`src/verilog/mptc_pkg.sv`:
```
// Package of constants for the motor pulse timer and capture block
package mptc_pkg;
    // ********************
    // Register addresses
    // ********************
    localparam logic [15:0] ADDR_CMP_HIGH = 16'h0FDE;
    localparam logic [15:0] ADDR_CMP_LOW = 16'h0FDF;
    localparam logic [15:0] ADDR_CAP_HIGH = 16'h0FE2;
    localparam logic [15:0] ADDR_CAP_LOW = 16'h0FE3;
    localparam logic [15:0] ADDR_TIMER_CONTROL_STATUS = 16'h0FE4;
    localparam logic [15:0] ADDR_NOISE_WIDTH_CONTROL = 16'h0FE5;

    // ********************
    // Control/status field positions
    // ********************
    localparam int TIMER_CONTROL_STATUS_CLR = 7;
    localparam int TIMER_CONTROL_STATUS_MODE = 6;
    localparam int TIMER_CONTROL_STATUS_FLAG = 5;
    localparam int TIMER_CONTROL_STATUS_IRQEN = 4;
    localparam int TIMER_CONTROL_STATUS_RUN = 3;
    localparam int TIMER_CONTROL_STATUS_CKS_LSB = 0;
    localparam int NOISE_WIDTH_CONTROL_POS2_LSB = 6;
    localparam int NOISE_WIDTH_CONTROL_POS1_LSB = 4;
    localparam int NOISE_WIDTH_CONTROL_POS0_LSB = 2;
    localparam int NOISE_WIDTH_CONTROL_ESTOP_LSB = 0;

    // ********************
    // Reset values and widths
    // ********************
    localparam logic [7:0] BYTE_ZERO = 8'h00;
    localparam logic [15:0] COUNT_ZERO = 16'h0000;
    localparam logic [15:0] COUNT_ONE = 16'h0001;
    localparam logic [2:0] CKS_RESET = 3'h0;
    localparam logic [7:0] NOISE_WIDTH_CONTROL_RESET = 8'h00;
    localparam int PRESC_W = 7;
    localparam logic [4:0] FILT_MIN_N = 5'h02;

    // Overflow value of an n-bit filter counter, n = 2 + width
    function automatic logic [4:0] mptc_filt_limit(input logic [1:0] width);
        logic [5:0] pow;
        pow = 6'h01 << (FILT_MIN_N + {3'h0, width});
        return pow[4:0] - 5'h01;
    endfunction

    // Prescaler mask for a divide by two to the power of sel
    function automatic logic [PRESC_W-1:0] mptc_presc_mask(input logic [2:0] sel);
        logic [PRESC_W:0] pow;
        pow = 8'h01 << sel;
        return pow[PRESC_W-1:0] - 7'h01;
    endfunction
endpackage

```
`src/verilog/mptc_prescaler.sv`:
```
// Count clock tick generator with selectable division
`timescale 1ns/100ps
module mptc_prescaler (
    input wire logic clk_i,
    input wire logic nrst_i,
    input wire logic [2:0] sel_i,
    output logic tick_o
);
    import mptc_pkg::*;

    typedef struct packed {
        logic [PRESC_W-1:0] cnt;
        logic tick;
    } mptc_presc_type;

    mptc_presc_type st;
    mptc_presc_type next_st;

    // A new selection takes effect at once, with no resync of the divider
    always_comb begin
        next_st = st;
        next_st.cnt = st.cnt + 7'h01;
        next_st.tick = (st.cnt & mptc_presc_mask(sel_i)) == mptc_presc_mask(sel_i);
    end

    // State register
    always_ff @(posedge clk_i or negedge nrst_i) begin
        if (!nrst_i) begin
            st <= '0;
        end else begin
            st <= next_st;
        end
    end

    assign tick_o = st.tick;
endmodule

```
`src/verilog/mptc_noise_filter.sv`:
```
// Noise filter with a 2 to 5 bit acceptance counter for one pin input
`timescale 1ns/100ps
module mptc_noise_filter #(
    parameter logic RESET_LEVEL = 1'b0
) (
    input wire logic clk_i,
    input wire logic nrst_i,
    input wire logic en_i,
    input wire logic [1:0] width_i,
    input wire logic raw_i,
    output logic filt_o
);
    import mptc_pkg::*;

    typedef struct packed {
        logic sync1;
        logic sync2;
        logic [4:0] cnt;
        logic filt;
    } mptc_filt_type;

    mptc_filt_type st;
    mptc_filt_type next_st;

    // With en_i high, new level accepted only after the counter overflows while it holds; with en_i low, sync2 passes straight through
    always_comb begin
        next_st = st;
        next_st.sync1 = raw_i;
        next_st.sync2 = st.sync1;
        if (!en_i) begin
            next_st.filt = st.sync2;
            next_st.cnt = 5'h00;
        end else if (st.sync2 != st.filt) begin
            if (st.cnt == mptc_filt_limit(width_i)) begin
                next_st.filt = st.sync2;
                next_st.cnt = 5'h00;
            end else begin
                next_st.cnt = st.cnt + 5'h01;
            end
        end else begin
            next_st.cnt = 5'h00;
        end
    end

    // State register
    always_ff @(posedge clk_i or negedge nrst_i) begin
        if (!nrst_i) begin
            st <= '0;
            st.filt <= RESET_LEVEL;
            // Synchronisers start at the idle level, so no false change follows reset
            st.sync1 <= RESET_LEVEL;
            st.sync2 <= RESET_LEVEL;
        end else begin
            st <= next_st;
        end
    end

    assign filt_o = st.filt;
endmodule

```
`src/verilog/mptc_timer.sv`:
```
// Free-running 16-bit timer with capture, compare clear and input filters
// What this block does
// - On trigger, copy the count into capture buffer, then clear the counter.
// - Capture bytes are read-only; writes ignored; content after reset zero.
// - Counter-clear bit reads zero; writing one zeroes the counter.
// - Mode bit selects write-timing (0) or position-detect (1) as trigger.
// - Trigger reset is applied at the next count-change point.
// - Count equal to compare value clears counter and sets compare flag.
// - Flag cleared by writing zero; one ignored; read-modify-write reads one.
// - Interrupt request asserted only while flag and enable are both one.
// - Run enable bit starts counting at one, stops at zero.
// - Compare matching is suspended while the timer is stopped.
// - Count clock select takes effect immediately; change it while stopped.
// - Each position input has its own 2-bit noise width field.
// - Emergency-stop input has its own 2-bit noise width field.
// - Filter counts n bits, n from 2 to 5, accepting input on overflow.
// - Compare value held in two writable bytes; match zeroes the counter.
`timescale 1ns/100ps
module mptc_timer (
    input wire logic clk_i,
    input wire logic nrst_i,
    input wire logic [15:0] addr_i,
    input wire logic [7:0] wdata_i,
    input wire logic wr_i,
    input wire logic rd_i,
    input wire logic rmw_i,
    input wire logic write_timing_i,
    input wire logic pos_detect_i,
    input wire logic [2:0] position_inputs_i,
    input wire logic emergency_stop_input_i,
    input wire logic [3:0] filter_en_i,
    output logic [7:0] rdata_o,
    output logic compare_clear_irq_o,
    output logic [2:0] position_filtered_o,
    output logic estop_filtered_o
);
    import mptc_pkg::*;

    // ********************
    // State
    // ********************
    typedef struct packed {
        logic [15:0] count;
        logic [15:0] capture;
        logic [7:0] low_latch;
        logic [7:0] cmp_high;
        logic [7:0] cmp_low;
        logic mode;
        logic flag;
        logic irq_en;
        logic run;
        logic [2:0] cks;
        logic [7:0] noise_width_control;
        logic pend;
        logic [7:0] rdata;
        logic irq;
    } mptc_state_type;

    mptc_state_type st;
    mptc_state_type next_st;
    logic tick;
    logic trig;
    logic pend_now;
    logic clr_wr;
    logic step;
    logic match;

    // ********************
    // Count clock
    // ********************
    // The tick is registered, so a new select acts one edge late; keep the
    // select steady for an edge before the timer is started
    mptc_prescaler u_presc (
        .clk_i(clk_i),
        .nrst_i(nrst_i),
        .sel_i(st.cks),
        .tick_o(tick)
    );

    // ********************
    // Noise filters
    // ********************
    // Each filter synchronises its pin, then counts; a bypassed filter
    // still adds the two synchroniser edges and its output flop
    genvar gi;
    generate
        for (gi = 0; gi < 3; gi = gi + 1) begin : g_pos
            mptc_noise_filter #(.RESET_LEVEL(1'b0)) u_filt (
                .clk_i(clk_i),
                .nrst_i(nrst_i),
                .en_i(filter_en_i[gi]),
                .width_i(st.noise_width_control[NOISE_WIDTH_CONTROL_POS0_LSB + 2*gi +: 2]),
                .raw_i(position_inputs_i[gi]),
                .filt_o(position_filtered_o[gi])
            );
        end
    endgenerate

    // Emergency stop idles high, being active low
    mptc_noise_filter #(.RESET_LEVEL(1'b1)) u_estop (
        .clk_i(clk_i),
        .nrst_i(nrst_i),
        .en_i(filter_en_i[3]),
        .width_i(st.noise_width_control[NOISE_WIDTH_CONTROL_ESTOP_LSB +: 2]),
        .raw_i(emergency_stop_input_i),
        .filt_o(estop_filtered_o)
    );

    // ********************
    // Event decode
    // ********************
    // Trigger source chosen by mode; count step only on a tick while running
    assign trig = st.mode ? pos_detect_i : write_timing_i;
    assign pend_now = st.pend | trig;
    assign clr_wr = wr_i && addr_i == ADDR_TIMER_CONTROL_STATUS && wdata_i[TIMER_CONTROL_STATUS_CLR];
    assign step = st.run && tick;
    assign match = step && st.count == {st.cmp_high, st.cmp_low};

    // ********************
    // Next state
    // ********************
    always_comb begin
        next_st = st;
        // Register writes; capture bytes have no write path
        if (wr_i) begin
            case (addr_i)
                ADDR_CMP_HIGH: begin
                    next_st.cmp_high = wdata_i;
                end
                ADDR_CMP_LOW: begin
                    next_st.cmp_low = wdata_i;
                end
                ADDR_TIMER_CONTROL_STATUS: begin
                    next_st.mode = wdata_i[TIMER_CONTROL_STATUS_MODE];
                    next_st.irq_en = wdata_i[TIMER_CONTROL_STATUS_IRQEN];
                    next_st.run = wdata_i[TIMER_CONTROL_STATUS_RUN];
                    next_st.cks = wdata_i[TIMER_CONTROL_STATUS_CKS_LSB +: 3];
                    if (!wdata_i[TIMER_CONTROL_STATUS_FLAG]) begin
                        next_st.flag = 1'b0;
                    end
                end
                ADDR_NOISE_WIDTH_CONTROL: begin
                    next_st.noise_width_control = wdata_i;
                end
                // Capture bytes are read-only; a write leaves them alone
                ADDR_CAP_HIGH, ADDR_CAP_LOW: begin
                    next_st.capture = st.capture;
                end
                // Unmapped writes are ignored
                default: begin
                    next_st.noise_width_control = st.noise_width_control;
                end
            endcase
        end
        // Counter: clear write, then trigger, then compare, then increment
        next_st.pend = pend_now;
        if (clr_wr) begin
            next_st.count = COUNT_ZERO;
        end else if (step && pend_now) begin
            next_st.capture = st.count;
            next_st.count = COUNT_ZERO;
            next_st.pend = 1'b0;
        end else if (match) begin
            next_st.count = COUNT_ZERO;
        end else if (step) begin
            next_st.count = st.count + COUNT_ONE;
        end
        // Hardware set wins over a software clear in the same cycle
        if (match) begin
            next_st.flag = 1'b1;
        end
        next_st.irq = next_st.flag && next_st.irq_en;
        // Read data, one cycle after the strobe
        if (rd_i) begin
            case (addr_i)
                ADDR_CAP_HIGH: begin
                    next_st.rdata = st.capture[15:8];
                    next_st.low_latch = st.capture[7:0];
                end
                ADDR_CAP_LOW: begin
                    next_st.rdata = st.low_latch;
                end
                ADDR_CMP_HIGH: begin
                    next_st.rdata = st.cmp_high;
                end
                ADDR_CMP_LOW: begin
                    next_st.rdata = st.cmp_low;
                end
                ADDR_TIMER_CONTROL_STATUS: begin
                    next_st.rdata = {1'b0, st.mode, st.flag | rmw_i, st.irq_en,
                        st.run, st.cks};
                end
                ADDR_NOISE_WIDTH_CONTROL: begin
                    next_st.rdata = st.noise_width_control;
                end
                default: begin
                    next_st.rdata = BYTE_ZERO;
                end
            endcase
        end
    end

    // ********************
    // State register
    // ********************
    always_ff @(posedge clk_i or negedge nrst_i) begin
        if (!nrst_i) begin
            st <= '0;
            st.cks <= CKS_RESET;
            st.noise_width_control <= NOISE_WIDTH_CONTROL_RESET;
        end else begin
            st <= next_st;
        end
    end

    assign rdata_o = st.rdata;
    assign compare_clear_irq_o = st.irq;
endmodule

```
`config.mk`:
```
export PLATFORM = sky130hd
export DESIGN_NAME = mptc_timer
export DESIGN_NICKNAME = d
export VERILOG_FILES = /design/src/verilog/mptc_pkg.sv /design/src/verilog/mptc_prescaler.sv /design/src/verilog/mptc_noise_filter.sv /design/src/verilog/mptc_timer.sv
export SDC_FILE = /design/constraint.sdc
export NUM_CORES = 1
export LEC_CHECK = 0
export ABC_AREA = 1
export CORE_MARGIN = 1
export CORE_UTILIZATION = 30
export CTS_CLUSTER_DIAMETER = 40
export DETAILED_ROUTE_END_ITERATION = 10
export DONT_BUFFER_PORTS = 1
export GPL_TIMING_DRIVEN = 0
export MAX_ROUTING_LAYER = met4
export PLACE_DENSITY_LB_ADDON = 0.05
export REMOVE_ABC_BUFFERS = 1
export SLEW_MARGIN = 10
export SYNTH_ARGS = -nofsm -noshare
export SYNTH_HDL_FRONTEND = slang
export SYNTH_SLANG_ARGS = --single-unit
```
`constraint.sdc`:
```
create_clock -name clk_i -period 3.45 [get_ports clk_i]
set_input_delay 0.345 -clock clk_i [delete_from_list [all_inputs] [get_ports clk_i]]
set_output_delay 0.345 -clock clk_i [all_outputs]
set_load 0.01 [all_outputs]
```
# Word-level counts from Yosys, hierarchy flattened
# Index checks and enable logic that the tools add are counted.
[classes] add_sub_neg=15 n_eq_ne=24 shifts=5 muxes=33 bitwise=4 reduce_logical=17
[op_table] op="$eq A16 B12 Y1 const B" count=6
[op_table] op="$mux W16" count=4
[op_table] op="$pmux W8 S6" count=1
[op_table] op="$mux W5" count=8
[op_table] op="$mux W6" count=5
[op_table] op="$add A5 B1 Y5 const B" count=4
[op_table] op="$eq A5 B5 Y1" count=4
[op_table] op="$reduce_and A2 Y1" count=10
[op_table] op="$shl A1 B5 Y5 const A" count=4
[op_table] op="$sub A5 B1 Y5 const B" count=4
[op_table] op="$add A16 B1 Y16 const B" count=1
[op_table] op="$eq A16 B16 Y1" count=1
[op_table] op="$ne A2 B1 Y1 const B" count=8
[op_table] op="$mux W14" count=1
[op_table] op="$mux W1" count=13
[op_table] op="$add A2 B2 Y3 const A" count=4
[op_table] op="$mux W8" count=1
[op_table] op="$add A7 B1 Y7 const B" count=1
[op_table] op="$and A7 B7 Y7" count=1
[op_table] op="$eq A7 B7 Y1" count=1
[op_table] op="$shl A1 B3 Y7 const A" count=1
[op_table] op="$sub A7 B1 Y7 const B" count=1
[op_table] op="$logic_and A1 B1 Y1" count=6
[op_table] op="$ne A1 B1 Y1" count=4
[op_table] op="3 further kinds" count=4
[word_totals] reg_bits=121 input_bits=39

# Depth between registers and ports, before layout
# Gate-level depths: netlist of run 1.
[logic_depth] word_depth=7 ltp_mapped=12

# Modules after synthesis
# From an unflattened synthesis of run 1, not the netlist that was laid out.
[unflattened] hier_cells=824 area_unflattened_um2=6449.9
[by_module_without_submodules] module="mptc_timer" n_inst=1 cells_each=620 area_per_inst_um2=4546.9 seq_area_each_um2=2026.9
[by_module_without_submodules] module="mptc_noise_filter at g_pos[0].u_filt ..." n_inst=3 cells_each=40 area_per_inst_um2=376.6 seq_area_each_um2=200.2
[by_module_without_submodules] module="mptc_prescaler" n_inst=1 cells_each=44 area_per_inst_um2=392.9 seq_area_each_um2=200.2
[by_module_without_submodules] module="mptc_noise_filter at u_estop" n_inst=1 cells_each=40 area_per_inst_um2=380.4 seq_area_each_um2=203.9

# Worst setup path after synthesis of run 1
# No wires, ideal clock.
[synth_path] path_kind="register to register" startpoint="register st[19] in the netlist's numbering" endpoint="register u_presc.st, in the netlist u_presc.tick_o" setup_time_ps=128 t_arrival_ps=1332 slack_ps=1990 path_stages_with_launch=9 n_path_buf=1 synth_period_minus_slack_ps=1460 cell_sequence="dfrtp_1 -> clkbuf_1 -> nor2_1 -> nand2_1 -> ha_1 -> inv_1 -> o22ai_1 -> a221oi_1 -> nor3_1"
[synth_rtl] item="from (decl)" line="mptc_timer.sv:59" source="mptc_state_type st;"
[synth_rtl] item="from (signal assigned)" line="mptc_timer.sv:212" source="st <= next_st;"
[synth_rtl] item="to (signal assigned)" line="mptc_prescaler.sv:31" source="st <= next_st;"
[synth_rtl] item="to (decl)" line="mptc_prescaler.sv:16" source="mptc_presc_type st;"

# Worst setup path after layout of run 1
[layout_path] startpoint="register st[24] in the netlist's numbering" endpoint="register st[57] in the netlist's numbering"
[layout_via] elab_chain_cells=4
[layout_lines] item="$mux W1" line="mptc_timer.sv:113" source="assign trig = st.mode ? pos_detect_i : write_timing_i;"
[layout_lines] item="$or A1 B1 Y1" line="mptc_timer.sv:114" source="assign pend_now = st.pend | trig;"
[layout_lines] item="$logic_and A1 B1 Y1" line="mptc_timer.sv:159" source="end else if (step && pend_now) begin"
[layout_lines] item="$reduce_and A2 Y1 (no line)"
# No other way between the ends.
# A chain may end at the register's enable or synchronous reset.

==> results.md, run 1 <==
* Status: completed
* Post-DP Area at 6459 sq um
* Syn Area/Cell at 8.151 sq um
* Hpwl dp at between 10 and 15 mm
* Final core occ at 34.79%
* Largest net degree at the start of global routing at between 100 and 150
* Largest cells by area after synthesis: dfrtp_1 47%, nand2_1 14%, nand3_1 4.8%
* Leak at 3.358 nW
* Chip width at between 100 and 150 um
* Worst EP required at ~3.7 ns
* Yosys warns at 0
* Iter 0 DRT Violations at 276
* Vias in the first global route at 4,732
* Post-CTS Setup Inserts at 0
* # clock sinks at roughly 120
* Initial antenna violation count at 0
* Critical R2R Launch: st[24]
* Initial core utilization at between 30% and 40%
* R2R cell count at 6
* Most frequent cells in the layout: 239 x nand2_1, 118 x dfrtp_1, 76 x inv_1
* Die footprint at 21,670 sq um
* Fin area at 7108 sq um
* Final Total Pwr at roughly 3.3 mW
* Routability cong. at 0.7623
* Hold Crit Endpoint: u_estop.filt_o
* Slack of the critical path at 1.470 ns
* Share of layout cells above drive strength 1 at 11.73%
* Root Driver: clkbuf_16
* Flop2flop setup slack at 1.47 ns
* Max Freq at 505.1 MHz
* Total routed wirelength at ~16 mm
* Worst Skew at 0.01424 ns
* Setup Crit Path Kind: register to register
* HP Start: filter_en_i[3]
* Worst Tran Pin Value at 0.9842 ns
* TritonCTS buffer count at 17
* Hold Vio Cnt, Final at 0
* GRT overflow at 0
* Htree depth at 4
* I/O pins at 52
* Per-cell routed wire length at 15.08 um
* Diodes inserted at 0
* Post-Syn Area at 6325 sq um
* Post-Synthesis Cells at 776
* Min-delay worst type: input pin to register
* Count of cell types in the netlist at 41
* Area share of the largest cell type after synthesis at between 40% and 50%
* Register bit total from synthesis at roughly 120
* GRT Total Usage at approximately 16%
* Number of I/O port buffers at 0
* Via-to-Cell Ratio at 4.584
* Worst path cell trace: nor2_1 -> a211oi_2 -> nor2_1 -> nand2_1 -> nand2_1 -> o21ai_1
* Fin crit share at 57.38%
* Unrepaired setup endpoints after global routing: false
* Antenna-violating nets left at 0
* Critical path capture point type: register
* Sequential share of the synthesized area at 47.93%
* Slowest stage cell, crit path: nand2_1
* Pre-Repair DR Iteration Count at 5
* Core area at 20,430 sq um
* Hold Path Stages at 2
* FF/Latch Area at 3032 sq um
* Max Cap Viol at 0
* Setup crit start kind: register
* Largest stage delay on the critical path at 0.63 ns
* Clk pin slew, worst setup/hold paths at around 0.070 ns
* Peak supply drop at 267.6 uV
* Clk Latency, worst-skew pair at 0.43 ns
* Fin crit period at 1.980 ns
* Placement Setup Slack at approximately 1.1 ns
* Area of the multi-input gates at roughly 2800 sq um
* CP max FO at 30
* Vias after detailed routing at 4,832
* FP Rows at 52
* Setup violators final at 0
* Slew HR at 34.23%
* CTS max path bufs at 2
* Pwr per Cell Area at about 470 nW/um^2
* Critical Path AT at about 2.3 ns
* Fin nets at 817
* Layout area overhead at 12.38%
* Global-route wire length before repair at 26.16 mm
* Slew Viols, Final at 0
* Filler cell count at 2,151
* Worst reg2reg endpoint: st[57]
* Area leader, netlist: dfrtp_1
* Fin Setup TNS at 0 ns
* CTS tree: done
* DR DRC count at 0
* Die height at 147.2 um
* Most common cell after layout, fill and taps aside: nand2_1
==> sequential cells by signal, summed over array words and instances, names as in the netlist <==
name / cells
g_pos.u_filt.next_st: 3
u_estop.st: 6
u_presc.tick_o: 1
st: 72
rdata_o: 8
u_presc.st: 7
u_estop.filt_o: 1
g_pos.u_filt.filt_o: 3
g_pos.u_filt.st: 18
u_estop.next_st: 1
compare_clear_irq_o: 1
==> area by class of cell <==
class                   count  area share (%)
clock inverters            15           2.059
well taps                 270           4.753
clock buffers              17           5.985
inverters                  82           4.330
flip-flops and latches    121           42.65
repair buffers              6           1.091
multi-input cells         543           39.13
==> how the worst max path moves through the flow <==
stage               startpoint  depth (start not counted)     end
global placement    addr_i[15]                          7  st[64]
detailed placement  addr_i[13]                          7  st[57]
global route            st[24]                          6  st[50]
CTS                     st[24]                          6  st[57]
finish                  st[24]                          6  st[57]
floorplan           addr_i[15]                          7  st[50]
==> through the flow <==
stage | hold slack (ns) | instances
2_1_floorplan | 0.04941 | 746
3_3_place_gp | 0.05257 | 1016
3_5_place_dp | 0.05334 | 1016
4_1_cts | 0.007827 | 1054
5_1_grt | 0.008635 | 1054
6_report | 0.02839 | 1054
==> power by group <==
| group | switching [mW] | internal (mW) | total, mW |
|---|---|---|---|
| registers | 0.0219 | 1.45 | 1.47 |
| clock network | 0.746 | 1.00 | 1.75 |
| logic | 0.0745 | 0.0319 | 0.106 |
==> metal layers <==
metal	track usage [%]	share of wire, %	up-vias
li1	-	-	2455
met1	21.52	49	2285
met2	24.95	46	76
met3	3.882	3.5	16
met4	4.639	0.99	0
met5	-	0	-
==> cell families after synthesis <==
kind of cell	Yosys count	synth area share, %
and+or+nand+nor	403	28.11
DFF	121	47.93
buffers and inverters	112	8.091
AOI/OAI and AO/OA	102	10.19
xor gates and xnor gates	31	4.293
adders and majority gates	7	1.385
==> worst max-delay path, delay by kind of cell (launching register included) <==
kind / cells / cell delay [ns]
compound gates: 2 / 0.14
flops: 1 / 0.43
simple gates: 4 / 1.25
==> synthesized netlist by cell type (all sizes together) <==
| library cell | n |
|---|---|
| a211oi | 1 |
| a21oi | 17 |
| a221oi | 1 |
| and2 | 3 |
| buf | 24 |
| clkbuf | 6 |
| dfrtp | 118 |
| dfstp | 3 |
| ha | 7 |
| inv | 82 |
| nand2 | 245 |
| nand3 | 66 |
| nand3b | 1 |
| nand4 | 5 |
| nor2 | 73 |
| nor3 | 9 |
| nor3b | 1 |
| o2111ai | 4 |
| o211ai | 1 |
| o21a | 1 |
| o21ai | 75 |
| o221ai | 1 |
| o22ai | 1 |
| xnor2 | 6 |
| xor2 | 25 |
==> what timing repair did <==
action | in CTS | in global routing
endpoints found under the setup margin | 0 | 0
endpoints found under the hold margin | 125 | 0
resized for setup | 0 | 0
hold buffers | 6 | 0
No activity file was read; power rests on OpenSTA's default activity.
==> run 2, diff against run 1 <==
==> constraint.sdc (replaced) <==
create_clock -name clk_i -period 1.9 [get_ports clk_i]
set_input_delay 0.19 -clock clk_i [delete_from_list [all_inputs] [get_ports clk_i]]
set_output_delay 0.19 -clock clk_i [all_outputs]
set_load 0.01 [all_outputs]
==> run 2 against run 1 <==
Compared with the run above: sequential power rose by 82%; non-clock buffer count rose by 9; clock power rose by 82%; global-route usage rose by 0.12 points; design area rose by 1.2%; combinational power rose by 46%; fmax rose by 12%; largest cell class unchanged; critical path depth rose by 3; largest power group unchanged; the run now ends with hold timing left; critical path type unchanged; setup slack got worse by 1.3 ns; register-to-register slack got worse by 1.3 ns.
==> results.md, run 2 (synthesis gave the netlist of run 1 again) <==
* Largest net degree at the start of global routing at 122 (unchanged)
* Hold-fix buffers, CTS at 13 (+7)
* Slack of the critical path at 0.1327 ns (-1.337 ns)
* Layout area overhead at 13.79%
* Hold Slack at -0.5458 ns (-0.5742 ns)
* Seq pwr share at 44.4% (+0.2 points)
* Die footprint at 21,670 sq um (unchanged)
* Hold Vio Cnt, Final at 121 (+121)
* Combinational share of power at 2.6% (-0.6 points)
* # clock sinks at 121 (unchanged)
* DR DRC count at 0 (unchanged)
* Leak at 3.391 nW (+0.96%)
* Setup crit start kind: register
* Failing checks: hold timing
* Initial antenna violation count at 0 (unchanged)
* Fin crit period at 1.767 ns (-0.2125 ns)
* Routability cong. at 0.7623 (unchanged)
* Share of layout cells above drive strength 1 at 11.98% (+0.25 points)
* Slew HR at 58.80% (+25 points)
* Slew Viols, Final at 0 (unchanged)
* R2R cell count at 9 (+3)
* TritonCTS buffer count at 17 (unchanged)
* Vias in the first global route at 4,766 (+0.72%)
* Fin Setup TNS at 0 ns (unchanged)
* Initial core utilization at 30.96% (unchanged)
* Placement Setup Slack at -0.2868 ns (-1.395 ns)
* Setup violators final at 0 (unchanged)
* Setup Crit Path Kind: register to register
* Diodes inserted at 0 (unchanged)
* Max reg flops at 72 (unchanged)
* Htree depth at 4 (unchanged)
* Pwr per Cell Area at 834.7 nW/um^2 (+78%)
* Total routed wirelength at 16.05 mm (+0.94%)
* Worst reg2reg endpoint: st[78]
* Worst EP required at 2.22 ns (-1.50 ns)
* GRT Total Usage at 16.46% (+0.12 points)
* Switching fraction of total power at 24.83% (-0.48 points)
* Max Freq at 565.8 MHz (+12%)
* I/O pins at 52 (unchanged)
* Fin nets at 826 (+1.1%)
* Vias after detailed routing at 4,874 (+0.87%)
* FP Rows at 52 (unchanged)
* Status: finished with violations
* Peak supply drop at 490.7 uV (+83%)
* Max Cap Viol at 0 (unchanged)
* Reg with most FFs: st
* Final Total Pwr at 6.007 mW (+81%)
* Filler cell count at 2,151 (unchanged)
* Clk pin slew, worst setup/hold paths at 0.07 ns (about the same)
* Core area at 20,430 sq um (unchanged)
* Hpwl dp at 11.45 mm (unchanged)
* Root Driver: clkbuf_16
* Global-route wire length before repair at 26.34 mm (+0.71%)
* Chip width at 147.2 um (unchanged)
* Area of the multi-input gates at 2789 sq um (+0.27%)
* Unrepaired setup endpoints after global routing: false
* Final core occ at 35.23% (+0.43 points)
* Most common cell after layout, fill and taps aside: nand2_1
* Die height at 147.2 um (unchanged)
* Flop2flop setup slack at 0.13 ns (-1.34 ns)
* CTS max path bufs at 2 (unchanged)
* Antenna-violating nets left at 0 (unchanged)
* Most frequent cells in the layout: 238 x nand2_1, 117 x dfrtp_1, 76 x inv_1
* Fin crit share at 93.01% (+36 points)
* Worst Tran Pin Value at 0.6160 ns (-0.3683 ns)
* Via-to-Cell Ratio at 4.585 (about the same)
* FF/Latch Area at 3033 sq um (about the same)
* Iter 0 DRT Violations at 246 (-11%)
* P_sw at 1.491 mW (+77%)
* Critical path origin: st[79]
* Number of I/O port buffers at 0 (unchanged)
* P_int at 4.515 mW (+82%)
* Clk Latency, worst-skew pair at 0.44 ns (about the same)
* CP max FO at 9 (-70%)
* Min-delay worst type: input pin to asynchronous set/reset pin
* Crit path capture: st[78]
* Worst Skew at 0.01391 ns (-0.0003313 ns)
* GRT overflow at 0 (unchanged)
* Per-cell routed wire length at 15.10 um (about the same)
* Critical R2R Launch: st[79]
* Critical Path AT at 2.08 ns (-0.17 ns)
* CTS tree: done
* Clock power share at 53.0% (+0.4 points)
* Critical path capture point type: register
* Pre-Repair DR Iteration Count at 4 (-1)
run 2: cell count changes in the layout (fill, tap and decap cells not counted):
cell / previous run / this run
dfrtp_2: 0 / 1
buf_16: 1 / 0
buf_12: 0 / 1
nand2_4: 1 / 2
nand2_1: 239 / 238
dlygate4sd3_1: 5 / 13
buf_4: 0 / 1
dfrtp_1: 118 / 117
run 2: worst max-delay path: stages, from the launching register on:
cell,delay [ns]
dfrtp_1,0.44
inv_1,0.18
nand2_1,0.07
nand2_1,0.08
nand3_1,0.08
nor2_1,0.18
nand3_2,0.21
nand3_4,0.20
buf_12,0.15
o21ai_2,0.05
run 2: timing repair:
action                                 in CTS  in global routing
setup buffers                               0                  2
cloned                                      0                  0
setup endpoints to repair                  16                 13
endpoints found under the hold margin     149                121
resized for setup                           1                  2
pin swaps                                   0                  1
run 2: worst min path at each step:
| stage | from | depth (start not counted) | to |
|---|---|---|---|
| after floorplan | nrst_i | 0 | compare_clear_irq_o |
| after global placement | nrst_i | 0 | g_pos[1].u_filt.st[1] |
| after detailed placement | nrst_i | 0 | g_pos[1].u_filt.st[2] |
| after CTS | nrst_i | 0 | g_pos[0].u_filt.next_st[6] |
| after global routing | nrst_i | 0 | g_pos[0].u_filt.next_st[6] |
| final | nrst_i | 0 | g_pos[0].u_filt.next_st[6] |
run 2: layout make-up:
class	count	share of cell area, %
sequential	121	42.14
multi-input combinational	543	38.75
clock buffer	17	5.911
tap	270	4.694
inverter	82	4.277
timing repair buffer	15	2.191
clock inverter	15	2.034
run 2: layer usage:
| layer | routed length [um] | track usage [%] | vias up | share of wire [%] |
|---|---|---|---|---|
| met2 | 7475 | 25.09 | 79 | 47 |
| li1 | - | - | 2473 | - |
| met1 | 7781 | 21.78 | 2309 | 48 |
| met4 | 157 | 4.639 | 0 | 0.98 |
| met5 | 0 | - | - | 0 |
| met3 | 632 | 3.820 | 13 | 3.9 |
run 2: stage by stage:
step | area [sq um] | std cells
finish | 7197 | 1063
global route | 7197 | 1063
CTS | 7163 | 1061
detailed placement | 6459 | 1016
global placement | 6459 | 1016
floorplan | 6121 | 746
run 2: power by group through the flow:
| stage | sequential [mW] | clock, mW | combinational [mW] |
|---|---|---|---|
| 2_1_floorplan | 2.71 | 0 | 0.105 |
| 3_3_place_gp | 2.72 | 0 | 0.126 |
| 3_5_place_dp | 2.72 | 0 | 0.132 |
| 4_1_cts | 2.67 | 3.27 | 0.159 |
| 5_1_grt | 2.68 | 3.38 | 0.182 |
| 6_report | 2.67 | 3.18 | 0.155 |
